===== config.mk =====
export PLATFORM = sky130hd
export DESIGN_NAME = doc_output_ctrl
export DESIGN_NICKNAME = d
export VERILOG_FILES = /design/src/hdl/doc_pkg.sv /design/src/hdl/doc_axil_slave.sv /design/src/hdl/doc_output_ctrl.sv
export SDC_FILE = /design/constraint.sdc
export NUM_CORES = 1
export LEC_CHECK = 0
export BUFFER_PORTS_ARGS = -buffer_cell sky130_fd_sc_hd__buf_2
export CORE_ASPECT_RATIO = 0.75
export CORE_MARGIN = 3
export CORE_UTILIZATION = 39
export DETAILED_ROUTE_END_ITERATION = 16
export GPL_TIMING_DRIVEN = 0
export SLEW_MARGIN = 20
export SYNTH_ARGS = -nofsm -noshare
export SYNTH_HDL_FRONTEND = slang
export SYNTH_SLANG_ARGS = --single-unit
export TNS_END_PERCENT = 10

===== constraint.sdc =====
create_clock -name clk -period 2.6 [get_ports clk]
set_clock_uncertainty 0.15 [all_clocks]
set_input_delay 0 -clock clk [delete_from_list [all_inputs] [get_ports clk]]
set_output_delay 0 -clock clk [all_outputs]
set_load 0.01 [all_outputs]

===== src/hdl/doc_pkg.sv =====
// Shared constants and types for the dual converter output control block
package doc_pkg;
    // Register byte offsets
    localparam logic [7:0] DOC_RECOV_OFS = 8'h00;
    localparam logic [7:0] DOC_STATUS_OFS = 8'h04;
    localparam logic [7:0] DOC_COUNT_OFS = 8'h08;
    // Status field positions
    localparam int DOC_ST_READY_MODE = 0;
    localparam int DOC_ST_TWOS = 1;
    localparam int DOC_ST_POWER_DOWN = 2;
    localparam int DOC_ST_RECOVERING = 3;
    localparam int DOC_ST_RUNNING = 4;
    localparam int DOC_ST_SEL_LSB = 8;
    // Sample width and format flip mask
    localparam int DOC_SAMPLE_W = 12;
    localparam logic [11:0] DOC_MSB_MASK = 12'h800;
    // Recovery after power down, printed time and derived count
    localparam int DOC_CLK_MHZ = 200;
    localparam int DOC_RECOV_NS = 10000;
    localparam int DOC_RECOV_CYC = (DOC_RECOV_NS * DOC_CLK_MHZ + 999) / 1000;
    localparam logic [15:0] DOC_RECOV_RST = 16'(DOC_RECOV_CYC);
    // AXI response codes
    localparam logic [1:0] DOC_RESP_OKAY = 2'h0;
    localparam logic [1:0] DOC_RESP_SLVERR = 2'h2;
    // Three-level select pin encoding
    typedef enum logic [1:0] {
        DOC_LVL_LOW = 2'h0,
        DOC_LVL_HIGH = 2'h1,
        DOC_LVL_MID = 2'h2
    } doc_level_t;
    // Conversion state
    typedef enum logic [1:0] {ST_RUN, ST_DOWN, ST_RECOVER} doc_state_t;
endpackage : doc_pkg


===== src/hdl/doc_axil_slave.sv =====
// AXI4-Lite slave front end that turns bus traffic into register strobes
`timescale 1ns/1ps
module doc_axil_slave import doc_pkg::*; (
    input wire logic clk,
    input wire logic rst_b,
    input wire logic [7:0] s_axi_awaddr,
    input wire logic s_axi_awvalid,
    output logic s_axi_awready,
    input wire logic [31:0] s_axi_wdata,
    input wire logic [3:0] s_axi_wstrb,
    input wire logic s_axi_wvalid,
    output logic s_axi_wready,
    output logic [1:0] s_axi_bresp,
    output logic s_axi_bvalid,
    input wire logic s_axi_bready,
    input wire logic [7:0] s_axi_araddr,
    input wire logic s_axi_arvalid,
    output logic s_axi_arready,
    output logic [31:0] s_axi_rdata,
    output logic [1:0] s_axi_rresp,
    output logic s_axi_rvalid,
    input wire logic s_axi_rready,
    output logic reg_wr_pulse,
    output logic [7:0] reg_wr_addr,
    output logic [31:0] reg_wr_data,
    output logic [3:0] reg_wr_strb,
    input wire logic reg_wr_err,
    output logic [7:0] reg_rd_addr,
    input wire logic [31:0] reg_rd_data,
    input wire logic reg_rd_err
);
    logic aw_held_r, aw_held_nxt, w_held_r, w_held_nxt;
    logic [7:0] awaddr_r, awaddr_nxt;
    logic [31:0] wdata_r, wdata_nxt;
    logic [3:0] wstrb_r, wstrb_nxt;
    logic bvalid_r, bvalid_nxt, rvalid_r, rvalid_nxt;
    logic [1:0] bresp_r, bresp_nxt, rresp_r, rresp_nxt;
    logic [31:0] rdata_r, rdata_nxt;

    // Handshake readies and register strobes
    assign s_axi_awready = !aw_held_r && !bvalid_r;
    assign s_axi_wready = !w_held_r && !bvalid_r;
    assign s_axi_arready = !rvalid_r;
    assign reg_wr_pulse = aw_held_r && w_held_r && !bvalid_r;
    assign reg_wr_addr = awaddr_r;
    assign reg_wr_data = wdata_r;
    assign reg_wr_strb = wstrb_r;
    assign reg_rd_addr = s_axi_araddr;
    assign s_axi_bvalid = bvalid_r;
    assign s_axi_bresp = bresp_r;
    assign s_axi_rvalid = rvalid_r;
    assign s_axi_rresp = rresp_r;
    assign s_axi_rdata = rdata_r;

    // Next state of both channels; address and data may come in either order
    always_comb begin
        aw_held_nxt = aw_held_r;
        w_held_nxt = w_held_r;
        awaddr_nxt = awaddr_r;
        wdata_nxt = wdata_r;
        wstrb_nxt = wstrb_r;
        bvalid_nxt = bvalid_r;
        bresp_nxt = bresp_r;
        rvalid_nxt = rvalid_r;
        rresp_nxt = rresp_r;
        rdata_nxt = rdata_r;
        if (s_axi_awvalid && s_axi_awready) begin
            aw_held_nxt = 1'b1;
            awaddr_nxt = s_axi_awaddr;
        end
        if (s_axi_wvalid && s_axi_wready) begin
            w_held_nxt = 1'b1;
            wdata_nxt = s_axi_wdata;
            wstrb_nxt = s_axi_wstrb;
        end
        if (reg_wr_pulse) begin
            aw_held_nxt = 1'b0;
            w_held_nxt = 1'b0;
            bvalid_nxt = 1'b1;
            bresp_nxt = reg_wr_err ? DOC_RESP_SLVERR : DOC_RESP_OKAY;
        end else if (bvalid_r && s_axi_bready) begin
            bvalid_nxt = 1'b0;
        end
        if (s_axi_arvalid && s_axi_arready) begin
            rvalid_nxt = 1'b1;
            rdata_nxt = reg_rd_err ? 32'h0 : reg_rd_data;
            rresp_nxt = reg_rd_err ? DOC_RESP_SLVERR : DOC_RESP_OKAY;
        end else if (rvalid_r && s_axi_rready) begin
            rvalid_nxt = 1'b0;
        end
    end

    // Channel registers
    always_ff @(posedge clk) begin
        if (!rst_b) begin
            aw_held_r <= 1'b0;
            w_held_r <= 1'b0;
            awaddr_r <= 8'h0;
            wdata_r <= 32'h0;
            wstrb_r <= 4'h0;
            bvalid_r <= 1'b0;
            bresp_r <= DOC_RESP_OKAY;
            rvalid_r <= 1'b0;
            rresp_r <= DOC_RESP_OKAY;
            rdata_r <= 32'h0;
        end else begin
            aw_held_r <= aw_held_nxt;
            w_held_r <= w_held_nxt;
            awaddr_r <= awaddr_nxt;
            wdata_r <= wdata_nxt;
            wstrb_r <= wstrb_nxt;
            bvalid_r <= bvalid_nxt;
            bresp_r <= bresp_nxt;
            rvalid_r <= rvalid_nxt;
            rresp_r <= rresp_nxt;
            rdata_r <= rdata_nxt;
        end
    end
endmodule : doc_axil_slave


===== src/hdl/doc_output_ctrl.sv =====
// Output control of a dual 12-bit converter: format, enables, ready strobe, power down
// Summary of operation
// - Three-level select decodes both sample format and shared pin functions.
// - Mid level: channel B pin drives ready strobe, channel A pin picks format.
// - In ready mode both sample buses stay driven; no output enables.
// - Select low gives offset binary, select high gives two's complement.
// - Select at logic level: shared pins are active-low per-channel bus enables.
// - Power down high stops conversion.
// - During power down outputs are undefined and pipeline contents lost.
// - After power down, the ready strobe and sample count are withheld for a programmable recovery interval; the data buses still update.
// - Each channel word is valid only while enable and power down are low.
// - Two's complement is offset binary with the top bit inverted.
// - Every clock produces one sample per channel.
//
// Decided for this implementation: the AXI4-Lite register port and the address map.
`timescale 1ns/1ps
module doc_output_ctrl import doc_pkg::*; (
    input wire logic clk,
    input wire logic rst_b,
    input wire logic [1:0] format_or_ready_select,
    input wire logic chan_a_enable_or_format,
    input wire logic chan_b_enable_or_ready_in,
    output logic chan_b_enable_or_ready_out,
    output logic chan_b_enable_or_ready_oe_b,
    input wire logic power_down_in,
    input wire logic [11:0] chan_a_raw,
    input wire logic [11:0] chan_b_raw,
    output logic [11:0] chan_a_data,
    output logic chan_a_data_oe_b,
    output logic [11:0] chan_b_data,
    output logic chan_b_data_oe_b,
    input wire logic [7:0] s_axi_awaddr,
    input wire logic s_axi_awvalid,
    output logic s_axi_awready,
    input wire logic [31:0] s_axi_wdata,
    input wire logic [3:0] s_axi_wstrb,
    input wire logic s_axi_wvalid,
    output logic s_axi_wready,
    output logic [1:0] s_axi_bresp,
    output logic s_axi_bvalid,
    input wire logic s_axi_bready,
    input wire logic [7:0] s_axi_araddr,
    input wire logic s_axi_arvalid,
    output logic s_axi_arready,
    output logic [31:0] s_axi_rdata,
    output logic [1:0] s_axi_rresp,
    output logic s_axi_rvalid,
    input wire logic s_axi_rready
);
    logic ready_mode, fmt_twos, a_enabled, b_enabled;
    logic [11:0] fmt_mask;
    doc_state_t state_r, state_nxt;
    logic [15:0] recov_r, recov_nxt, wait_r, wait_nxt;
    logic [31:0] count_r, count_nxt;
    logic [11:0] a_data_r, a_data_nxt, b_data_r, b_data_nxt;
    logic strobe_r, strobe_nxt;
    logic reg_wr_pulse, reg_wr_err, reg_rd_err;
    logic [7:0] reg_wr_addr, reg_rd_addr;
    logic [31:0] reg_wr_data, reg_rd_data;
    logic [3:0] reg_wr_strb;
    logic converting;

    // Mode decode straight from the static pins
    assign ready_mode = (format_or_ready_select == DOC_LVL_MID);
    assign fmt_twos = ready_mode ? chan_a_enable_or_format
                                 : (format_or_ready_select == DOC_LVL_HIGH);
    assign a_enabled = ready_mode || !chan_a_enable_or_format;
    assign b_enabled = ready_mode || !chan_b_enable_or_ready_in;
    assign fmt_mask = fmt_twos ? DOC_MSB_MASK : 12'h000;
    assign converting = (state_r == ST_RUN) && !power_down_in;

    // Pin drivers; output enables are active low
    assign chan_a_data = a_data_r;
    assign chan_b_data = b_data_r;
    assign chan_a_data_oe_b = !a_enabled;
    assign chan_b_data_oe_b = !b_enabled;
    assign chan_b_enable_or_ready_out = strobe_r;
    assign chan_b_enable_or_ready_oe_b = !ready_mode;

    // Power down and recovery sequencing
    always_comb begin
        state_nxt = state_r;
        wait_nxt = wait_r;
        case (state_r)
            ST_RUN: begin
                if (power_down_in) begin
                    state_nxt = ST_DOWN;
                end
            end
            ST_DOWN: begin
                if (!power_down_in) begin
                    state_nxt = (recov_r == 16'h0) ? ST_RUN : ST_RECOVER;
                    wait_nxt = recov_r;
                end
            end
            ST_RECOVER: begin
                if (power_down_in) begin
                    state_nxt = ST_DOWN;
                end else if (wait_r <= 16'h1) begin
                    state_nxt = ST_RUN;
                    wait_nxt = 16'h0;
                end else begin
                    wait_nxt = wait_r - 16'h1;
                end
            end
            default: begin
                state_nxt = ST_DOWN;
            end
        endcase
    end

    // Sample path: one word per channel per clock
    always_comb begin
        a_data_nxt = (chan_a_raw ^ fmt_mask);
        b_data_nxt = (chan_b_raw ^ fmt_mask);
        strobe_nxt = converting;
        count_nxt = converting ? count_r + 32'h1 : count_r;
        if (power_down_in) begin
            a_data_nxt = 12'h000;
            b_data_nxt = 12'h000;
        end
    end

    // Register write decode
    always_comb begin
        recov_nxt = recov_r;
        reg_wr_err = 1'b0;
        if (reg_wr_addr == DOC_RECOV_OFS) begin
            if (reg_wr_strb[0]) begin
                recov_nxt[7:0] = reg_wr_data[7:0];
            end
            if (reg_wr_strb[1]) begin
                recov_nxt[15:8] = reg_wr_data[15:8];
            end
        end else if (reg_wr_addr == DOC_STATUS_OFS || reg_wr_addr == DOC_COUNT_OFS) begin
            reg_wr_err = 1'b0;
        end else begin
            reg_wr_err = 1'b1;
        end
        if (!reg_wr_pulse) begin
            recov_nxt = recov_r;
        end
    end

    // Register read decode
    always_comb begin
        reg_rd_data = 32'h0;
        reg_rd_err = 1'b0;
        if (reg_rd_addr == DOC_RECOV_OFS) begin
            reg_rd_data = {16'h0, recov_r};
        end else if (reg_rd_addr == DOC_STATUS_OFS) begin
            reg_rd_data[DOC_ST_READY_MODE] = ready_mode;
            reg_rd_data[DOC_ST_TWOS] = fmt_twos;
            reg_rd_data[DOC_ST_POWER_DOWN] = power_down_in;
            reg_rd_data[DOC_ST_RECOVERING] = (state_r == ST_RECOVER);
            reg_rd_data[DOC_ST_RUNNING] = (state_r == ST_RUN);
            reg_rd_data[DOC_ST_SEL_LSB +: 2] = format_or_ready_select;
        end else if (reg_rd_addr == DOC_COUNT_OFS) begin
            reg_rd_data = count_r;
        end else begin
            reg_rd_err = 1'b1;
        end
    end

    // State registers
    always_ff @(posedge clk) begin
        if (!rst_b) begin
            state_r <= ST_DOWN;
            wait_r <= 16'h0;
            recov_r <= DOC_RECOV_RST;
            count_r <= 32'h0;
            a_data_r <= 12'h000;
            b_data_r <= 12'h000;
            strobe_r <= 1'b0;
        end else begin
            state_r <= state_nxt;
            wait_r <= wait_nxt;
            recov_r <= recov_nxt;
            count_r <= count_nxt;
            a_data_r <= a_data_nxt;
            b_data_r <= b_data_nxt;
            strobe_r <= strobe_nxt;
        end
    end

    // Bus front end
    doc_axil_slave u_axil (
        .clk(clk),
        .rst_b(rst_b),
        .s_axi_awaddr(s_axi_awaddr),
        .s_axi_awvalid(s_axi_awvalid),
        .s_axi_awready(s_axi_awready),
        .s_axi_wdata(s_axi_wdata),
        .s_axi_wstrb(s_axi_wstrb),
        .s_axi_wvalid(s_axi_wvalid),
        .s_axi_wready(s_axi_wready),
        .s_axi_bresp(s_axi_bresp),
        .s_axi_bvalid(s_axi_bvalid),
        .s_axi_bready(s_axi_bready),
        .s_axi_araddr(s_axi_araddr),
        .s_axi_arvalid(s_axi_arvalid),
        .s_axi_arready(s_axi_arready),
        .s_axi_rdata(s_axi_rdata),
        .s_axi_rresp(s_axi_rresp),
        .s_axi_rvalid(s_axi_rvalid),
        .s_axi_rready(s_axi_rready),
        .reg_wr_pulse(reg_wr_pulse),
        .reg_wr_addr(reg_wr_addr),
        .reg_wr_data(reg_wr_data),
        .reg_wr_strb(reg_wr_strb),
        .reg_wr_err(reg_wr_err),
        .reg_rd_addr(reg_rd_addr),
        .reg_rd_data(reg_rd_data),
        .reg_rd_err(reg_rd_err)
    );
endmodule : doc_output_ctrl


Yosys cells after proc, flatten, opt, wreduce, memory -nomap -nowiden
Cells that the tools add are included.
{"block": "op_classes", "eq_ne": 12, "reduce_logical": 36, "mux": 30, "magnitude_cmp": 1, "addsub": 2, "bitwise_logic": 3}
{"cell": "two-way mux 32 bit", "n": 3}
{"cell": "two-way mux 16 bit", "n": 3}
{"cell": "adder 32 x 1 -> 32 bit (second input constant)", "n": 1}
{"cell": "case mux 16 bit (2 select lines)", "n": 1}
{"cell": "XOR 12 bit", "n": 2}
{"cell": "two-way mux 22 bit", "n": 1}
{"cell": "equality test 8 x 3 -> 1 bit (second input constant)", "n": 2}
{"cell": "equality test 8 x 4 -> 1 bit (second input constant)", "n": 2}
{"cell": "<= comparator 16 x 1 -> 1 bit (second input constant)", "n": 1}
{"cell": "logical NOT 16 bit", "n": 1}
{"cell": "logical NOT 8 bit", "n": 2}
{"cell": "two-way mux 2 bit", "n": 8}
{"cell": "subtractor 16 x 1 -> 16 bit (second input constant)", "n": 1}
{"cell": "two-way mux 12 bit", "n": 1}
{"cell": "AND reduction 3 bit", "n": 4}
{"cell": "logical AND 1 bit", "n": 10}
{"cell": "logical NOT 1 bit", "n": 10}
{"cell": "two-way mux 1 bit", "n": 10}
{"cell": "!= test 2 bit (second input constant)", "n": 3}
{"cell": "case mux 2 bit (3 select lines)", "n": 1}
{"cell": "nonzero test 2 bit", "n": 3}
{"cell": "two-way mux 5 bit", "n": 1}
{"cell": "equality test 2 x 1 -> 1 bit (second input constant)", "n": 2}
{"cell": "equality test 2 bit (second input constant)", "n": 2}
{"cell": "6 further kinds", "n": 9}
{"block": "totals", "wordCells": 102, "register_bits": 157, "output_inout_bits": 69}

Logic depth before layout (Yosys ltp)
{"block": "logic_depth", "depth_word": 5, "mapped_depth": 8, "ltp_nobuf": 7}

Modules after synthesis
A second synthesis with hierarchy kept.
{"block": "hier_totals", "cells_unflattened": 900, "area_unflattened_um2": 7807.5}
{"module": "doc_output_ctrl", "cells_per_inst": 520, "area_per_inst_um2": 4533.1, "n_inst": 1}
{"module": "doc_axil_slave", "cells_per_inst": 380, "area_per_inst_um2": 3274.4, "n_inst": 1}

Worst setup path after synthesis
Ideal clock, no wire load.
{"block": "synth_path", "path_kind": "register to register", "startpoint": "register state_r[0]", "endpoint": "register wait_r[10]", "t_arrival_ns": 1.727, "path_stages_with_launch": 8, "synth_period_minus_slack_ns": 1.948, "setup_slack_ns": 0.652, "n_path_buf": 2, "path_cell_list": "dfxtp_1 > inv_1 > ha_1 > clkbuf_1 > o21ai_1 > clkbuf_1 > a21oi_1 > a21oi_1"}
{"block": "synth_between", "elab_chain_len": 3, "elab_cells_between_ends": 7, "classes_between": "4 x eq/ne; 1 x mux; 2 x reduce/logical"}
{"element": "start: declaration", "line": "doc_output_ctrl.sv:52", "source": "doc_state_t state_r, state_nxt;"}
{"element": "start signal: assignment", "line": "doc_output_ctrl.sv:176", "source": "state_r <= state_nxt;"}
{"element": "equality test 2 bit or equality test 2 x 1 -> 1 bit (tied branches)", "line": "doc_output_ctrl.sv:84", "source": "case (state_r)"}
{"element": "!= test 2 bit (no line) or nonzero test 2 bit (tied branches)"}
{"element": "AND reduction 3 bit (no line)"}
{"element": "end signal: assignment", "line": "doc_output_ctrl.sv:177", "source": "wait_r <= wait_nxt;"}
{"element": "end: declaration", "line": "doc_output_ctrl.sv:53", "source": "logic [15:0] recov_r, recov_nxt, wait_r, wait_nxt;"}
Parallel ways exist; a longest one is shown, timed or not.
A chain may end at the register's enable or synchronous reset.

Worst setup path after layout
{"block": "layout_path", "startpoint": "register state_r[0]", "endpoint": "register wait_r[9]"}
The elaborated chain is that of the path after synthesis.

==> flow_summary_export.csv <==
group,metric,value,unit
grt,grt_overflow,0,
power_and_ir_drop,swShare,0.274,
grt,antenna_found_initial,0,
grt,grt_pass1_vias,6090,
floorplanning,die_h,117,um
grt,grt_first_pass_wirelength,31600,um
power_and_ir_drop,combinationalPowerShare,0.165,
setup_path,max_stage_delay,0.49,ns
setup_path,worstSetupPathType,"register to register",
power_and_ir_drop,peakVddDrop,402,uV
clock_network,clockBufferDepth,2,
timing,maxSlewViolCount,0,
routing,drc,0,
place,io_buffers,136,
synthesis,ys_seq_area_frac,0.483,
timing,max_freq,0.421,GHz
grt,grtUsageTotal,0.222,
timing,max_slew.worst_pin.slew,0.943,ns
cells_and_area,final_cell_mix,"dfxtp_1, buf_2, nand2_1",
routing,dr.pass1.iters,5,
timing,fin_crit,2.37,ns
floorplanning,initial_core_util,0.410,
synthesis,synthDistinctLibCells,51,
cells_and_area,fin_util,0.563,
timing,hold_violations,0,
power_and_ir_drop,powerDensity,699,nW/um^2
cells_and_area,final_cells,1176,
cells_and_area,n_antenna_cell,0,
cells_and_area,area.growth.synth_to_final,37.1,%
hold_path,hp-class,"primary input to register",
setup_path,crit_required,2.80,ns
cells_and_area,multiInputGateArea,3120,um^2
clock_network,path_clk_slew,0.06,ns
synthesis,synth_edf_count,0,
power_and_ir_drop,intPower,4470,uW
timing,fin_setup_tns,0,ns
setup_path,endpoint_kind,"register",
power_and_ir_drop,p_leak,0.00393,uW
floorplanning,coreArea,15700,um^2
timing,setup_viol,0,
setup_path,crit_top_cell,"clkbuf_1",
clock_network,cts-htree-levels,4,
synthesis,synth_ff_type,"dfxtp_1",
power_and_ir_drop,p_sw,1690,uW
floorplanning,die-area,18100,um^2
clock_network,worstSkewPairLatency,0.43,ns
place,dp.cells,1062,
clock_network,numCtsBuffers,17,
cells_and_area,drive_gt1_frac,0.199,
power_and_ir_drop,p_clk_frac,0.417,
place,routabilityCongestion,0.886,
clock_network,cts_tree,"built",
clock_network,cts_root_buffer,"clkbuf_16",
synthesis,synth_warnings,0,
place,dp_hpwl,13200,um
flow_run,cap_violations,0,
cells_and_area,nNetsFinal,1053,
clock_network,cts_setup_buffers,0,
timing,rsz0062_at_grt,"no",
routing,vias_per_cell,5.17,
floorplanning,io_pins,157,
setup_path,critPathSlowestCell,"clkbuf_1",
cells_and_area,seqCellArea,3100,um^2
power_and_ir_drop,p_seq_frac,0.418,
floorplanning,die_x,154,um
routing,wl_per_cell,16.7,um
timing,timing.slew.headroom,0.366,
synthesis,synth_cells,720,
status,status,"finished, final reports clean",
synthesis,ys_seq_elements,155,
synthesis,async_flop_share,0,
grt,grt_max_degree,17,
routing,final_antenna_net_count,0,
setup_path,cp-start-kind,"register",
cells_and_area,fillers,1419,
setup_path,path_max_fanout,10,
routing,via_count,6075,
clock_network,clock_sinks,155,
cells_and_area,final_common_cell,"dfxtp_1",
routing,wl,19600,um
floorplanning,core.rowCount,39,
timing,fin_crit_sh,0.913,
synthesis,syn-cell-area,6430,um^2
synthesis,synth_area_per_cell,8.93,um^2
setup_path,cp.arrival,2.57,ns
routing,drt_iter0_drc,449,
setup_path,path_cells,"inv_1 -> ha_1 -> clkbuf_1 -> o21ai_2 -> clkbuf_1 -> nand2_1 -> a31oi_1",
-- repair_timing --
action                     in CTS  in global routing
hold buffers                   83                  0
resized for setup               0                  4
hold endpoints to repair       71                  0
setup endpoints to repair       0                 17
-- cell usage after synthesis (2+ instances only) --
library cell  count  area share
nor2b_1           4      0.0039
nand3b_1          3      0.0035
nor4_4            4       0.013
nor4_2            2      0.0039
nor2_1           88       0.051
and2_1            8      0.0078
and3_1           33       0.032
o32ai_1           2      0.0027
nand3_1          19       0.015
o21ai_0          20       0.016
nand2b_1          4      0.0039
o22ai_1           9      0.0088
o21a_1            2      0.0023
a22oi_1          28       0.033
clkbuf_1         31       0.018
nand4_1          19       0.018
a211oi_1          2      0.0023
nor3_1            8      0.0062
mux2i_1          37       0.058
nand4_2           2      0.0039
nand4b_1          2      0.0027
xor2_1           26       0.035
nor4_1            8      0.0078
and4_1            4      0.0055
inv_1            12      0.0070
a21o_1            2      0.0023
nand2_1         101       0.059
buf_2             5      0.0039
a21oi_1          37       0.029
dfxtp_1         155        0.48
or4_1             2      0.0023
ha_1              6       0.012
buf_4             4      0.0047
a32oi_1           6      0.0082
xnor2_1           5      0.0068
a31oi_1           5      0.0049
-- logic make-up after synthesis --
group | Yosys count | synth area share
multiplexers | 38 | 0.0594
AND/OR/NAND/NOR | 317 | 0.251
adder cells (fa/ha/maj) | 6 | 0.0117
XOR/XNOR | 31 | 0.0422
other | 1 | 0.000583
AO/OA/AOI/OAI | 120 | 0.119
flip-flops | 155 | 0.483
buffers and inverters | 52 | 0.0337
-- per-stage QoR --
stage | instance area [um^2] | setup WS, ns | hold WS (ns) | total power (uW)
finish | 8810 | 0.225 | 0.0506 | 6160
global route | 8810 | 0.0216 | 0.0860 | 6430
CTS | 8800 | 0.0484 | 0.0423 | 6160
detailed placement | 7370 | 0.0547 | 0.0395 | 3510
global placement | 7370 | 0.000973 | 0.0336 | 3500
floorplan | 6430 | 0.652 | -0.0510 | 3230
-- sequential cells by signal, indices dropped and copies added, names as in the netlist, 2 cells and up --
signal	flops
recov_r	16
u_axil.reg_wr_addr	8
chan_b_data	12
state_r	2
chan_a_data	12
u_axil.reg_wr_strb	2
wait_r	16
count_r	32
u_axil.s_axi_rdata	32
u_axil.reg_wr_data	16
-- final timing paths --
| path | startpoint | to | slack, ns | depth (start not counted) |
|---|---|---|---|---|
| max | state_r[0]$_SDFFE_PN1P_ | wait_r[9]$_SDFFE_PN0P_ | 0.23 | 7 |
| min | s_axi_araddr[7] | u_axil.s_axi_rresp[1]$_SDFFE_PN0P_ | 0.05 | 5 |
| max reg2reg | state_r[0]$_SDFFE_PN1P_ | wait_r[9]$_SDFFE_PN0P_ | 0.23 | 7 |
| min reg2reg | u_axil.s_axi_rdata[0]$_SDFFE_PN0P_ | u_axil.s_axi_rdata[0]$_SDFFE_PN0P_ | 0.31 | 2 |
-- routing by layer --
metal  up-vias  share of wire  GRT usage
li1       3010              -          -
met1      2859           0.48      0.306
met2       173           0.44      0.347
met3        33          0.057     0.0397
met4         0          0.020     0.0929
met5         -              0          0
-- critical path: cells and delay by family (launching register included) --
family | cells | cell delay, ns
compound gates | 2 | 0.64
simple gates | 1 | 0.11
fa+ha+maj | 1 | 0.24
buf+inv | 3 | 0.81
flops | 1 | 0.35
-- area by class of cell --
class / count / area share
Sequential cell: 155 / 0.352
Multi-Input combinational cell: 514 / 0.354
Clock inverter: 11 / 0.0163
Buffer: 40 / 0.0196
Timing Repair Buffer: 219 / 0.172
Tap cell: 205 / 0.0291
Inverter: 12 / 0.00511
Clock buffer: 20 / 0.0518
-- power by group through the flow --
stage / clock, uW / combinational, uW / sequential (uW)
2_1_floorplan: 0 / 617 / 2610
3_3_place_gp: 0 / 881 / 2620
3_5_place_dp: 0 / 885 / 2620
4_1_cts: 2600 / 989 / 2570
5_1_grt: 2710 / 1130 / 2590
6_report: 2560 / 1020 / 2570
Note: power is estimated with default switching activity, not from simulation.
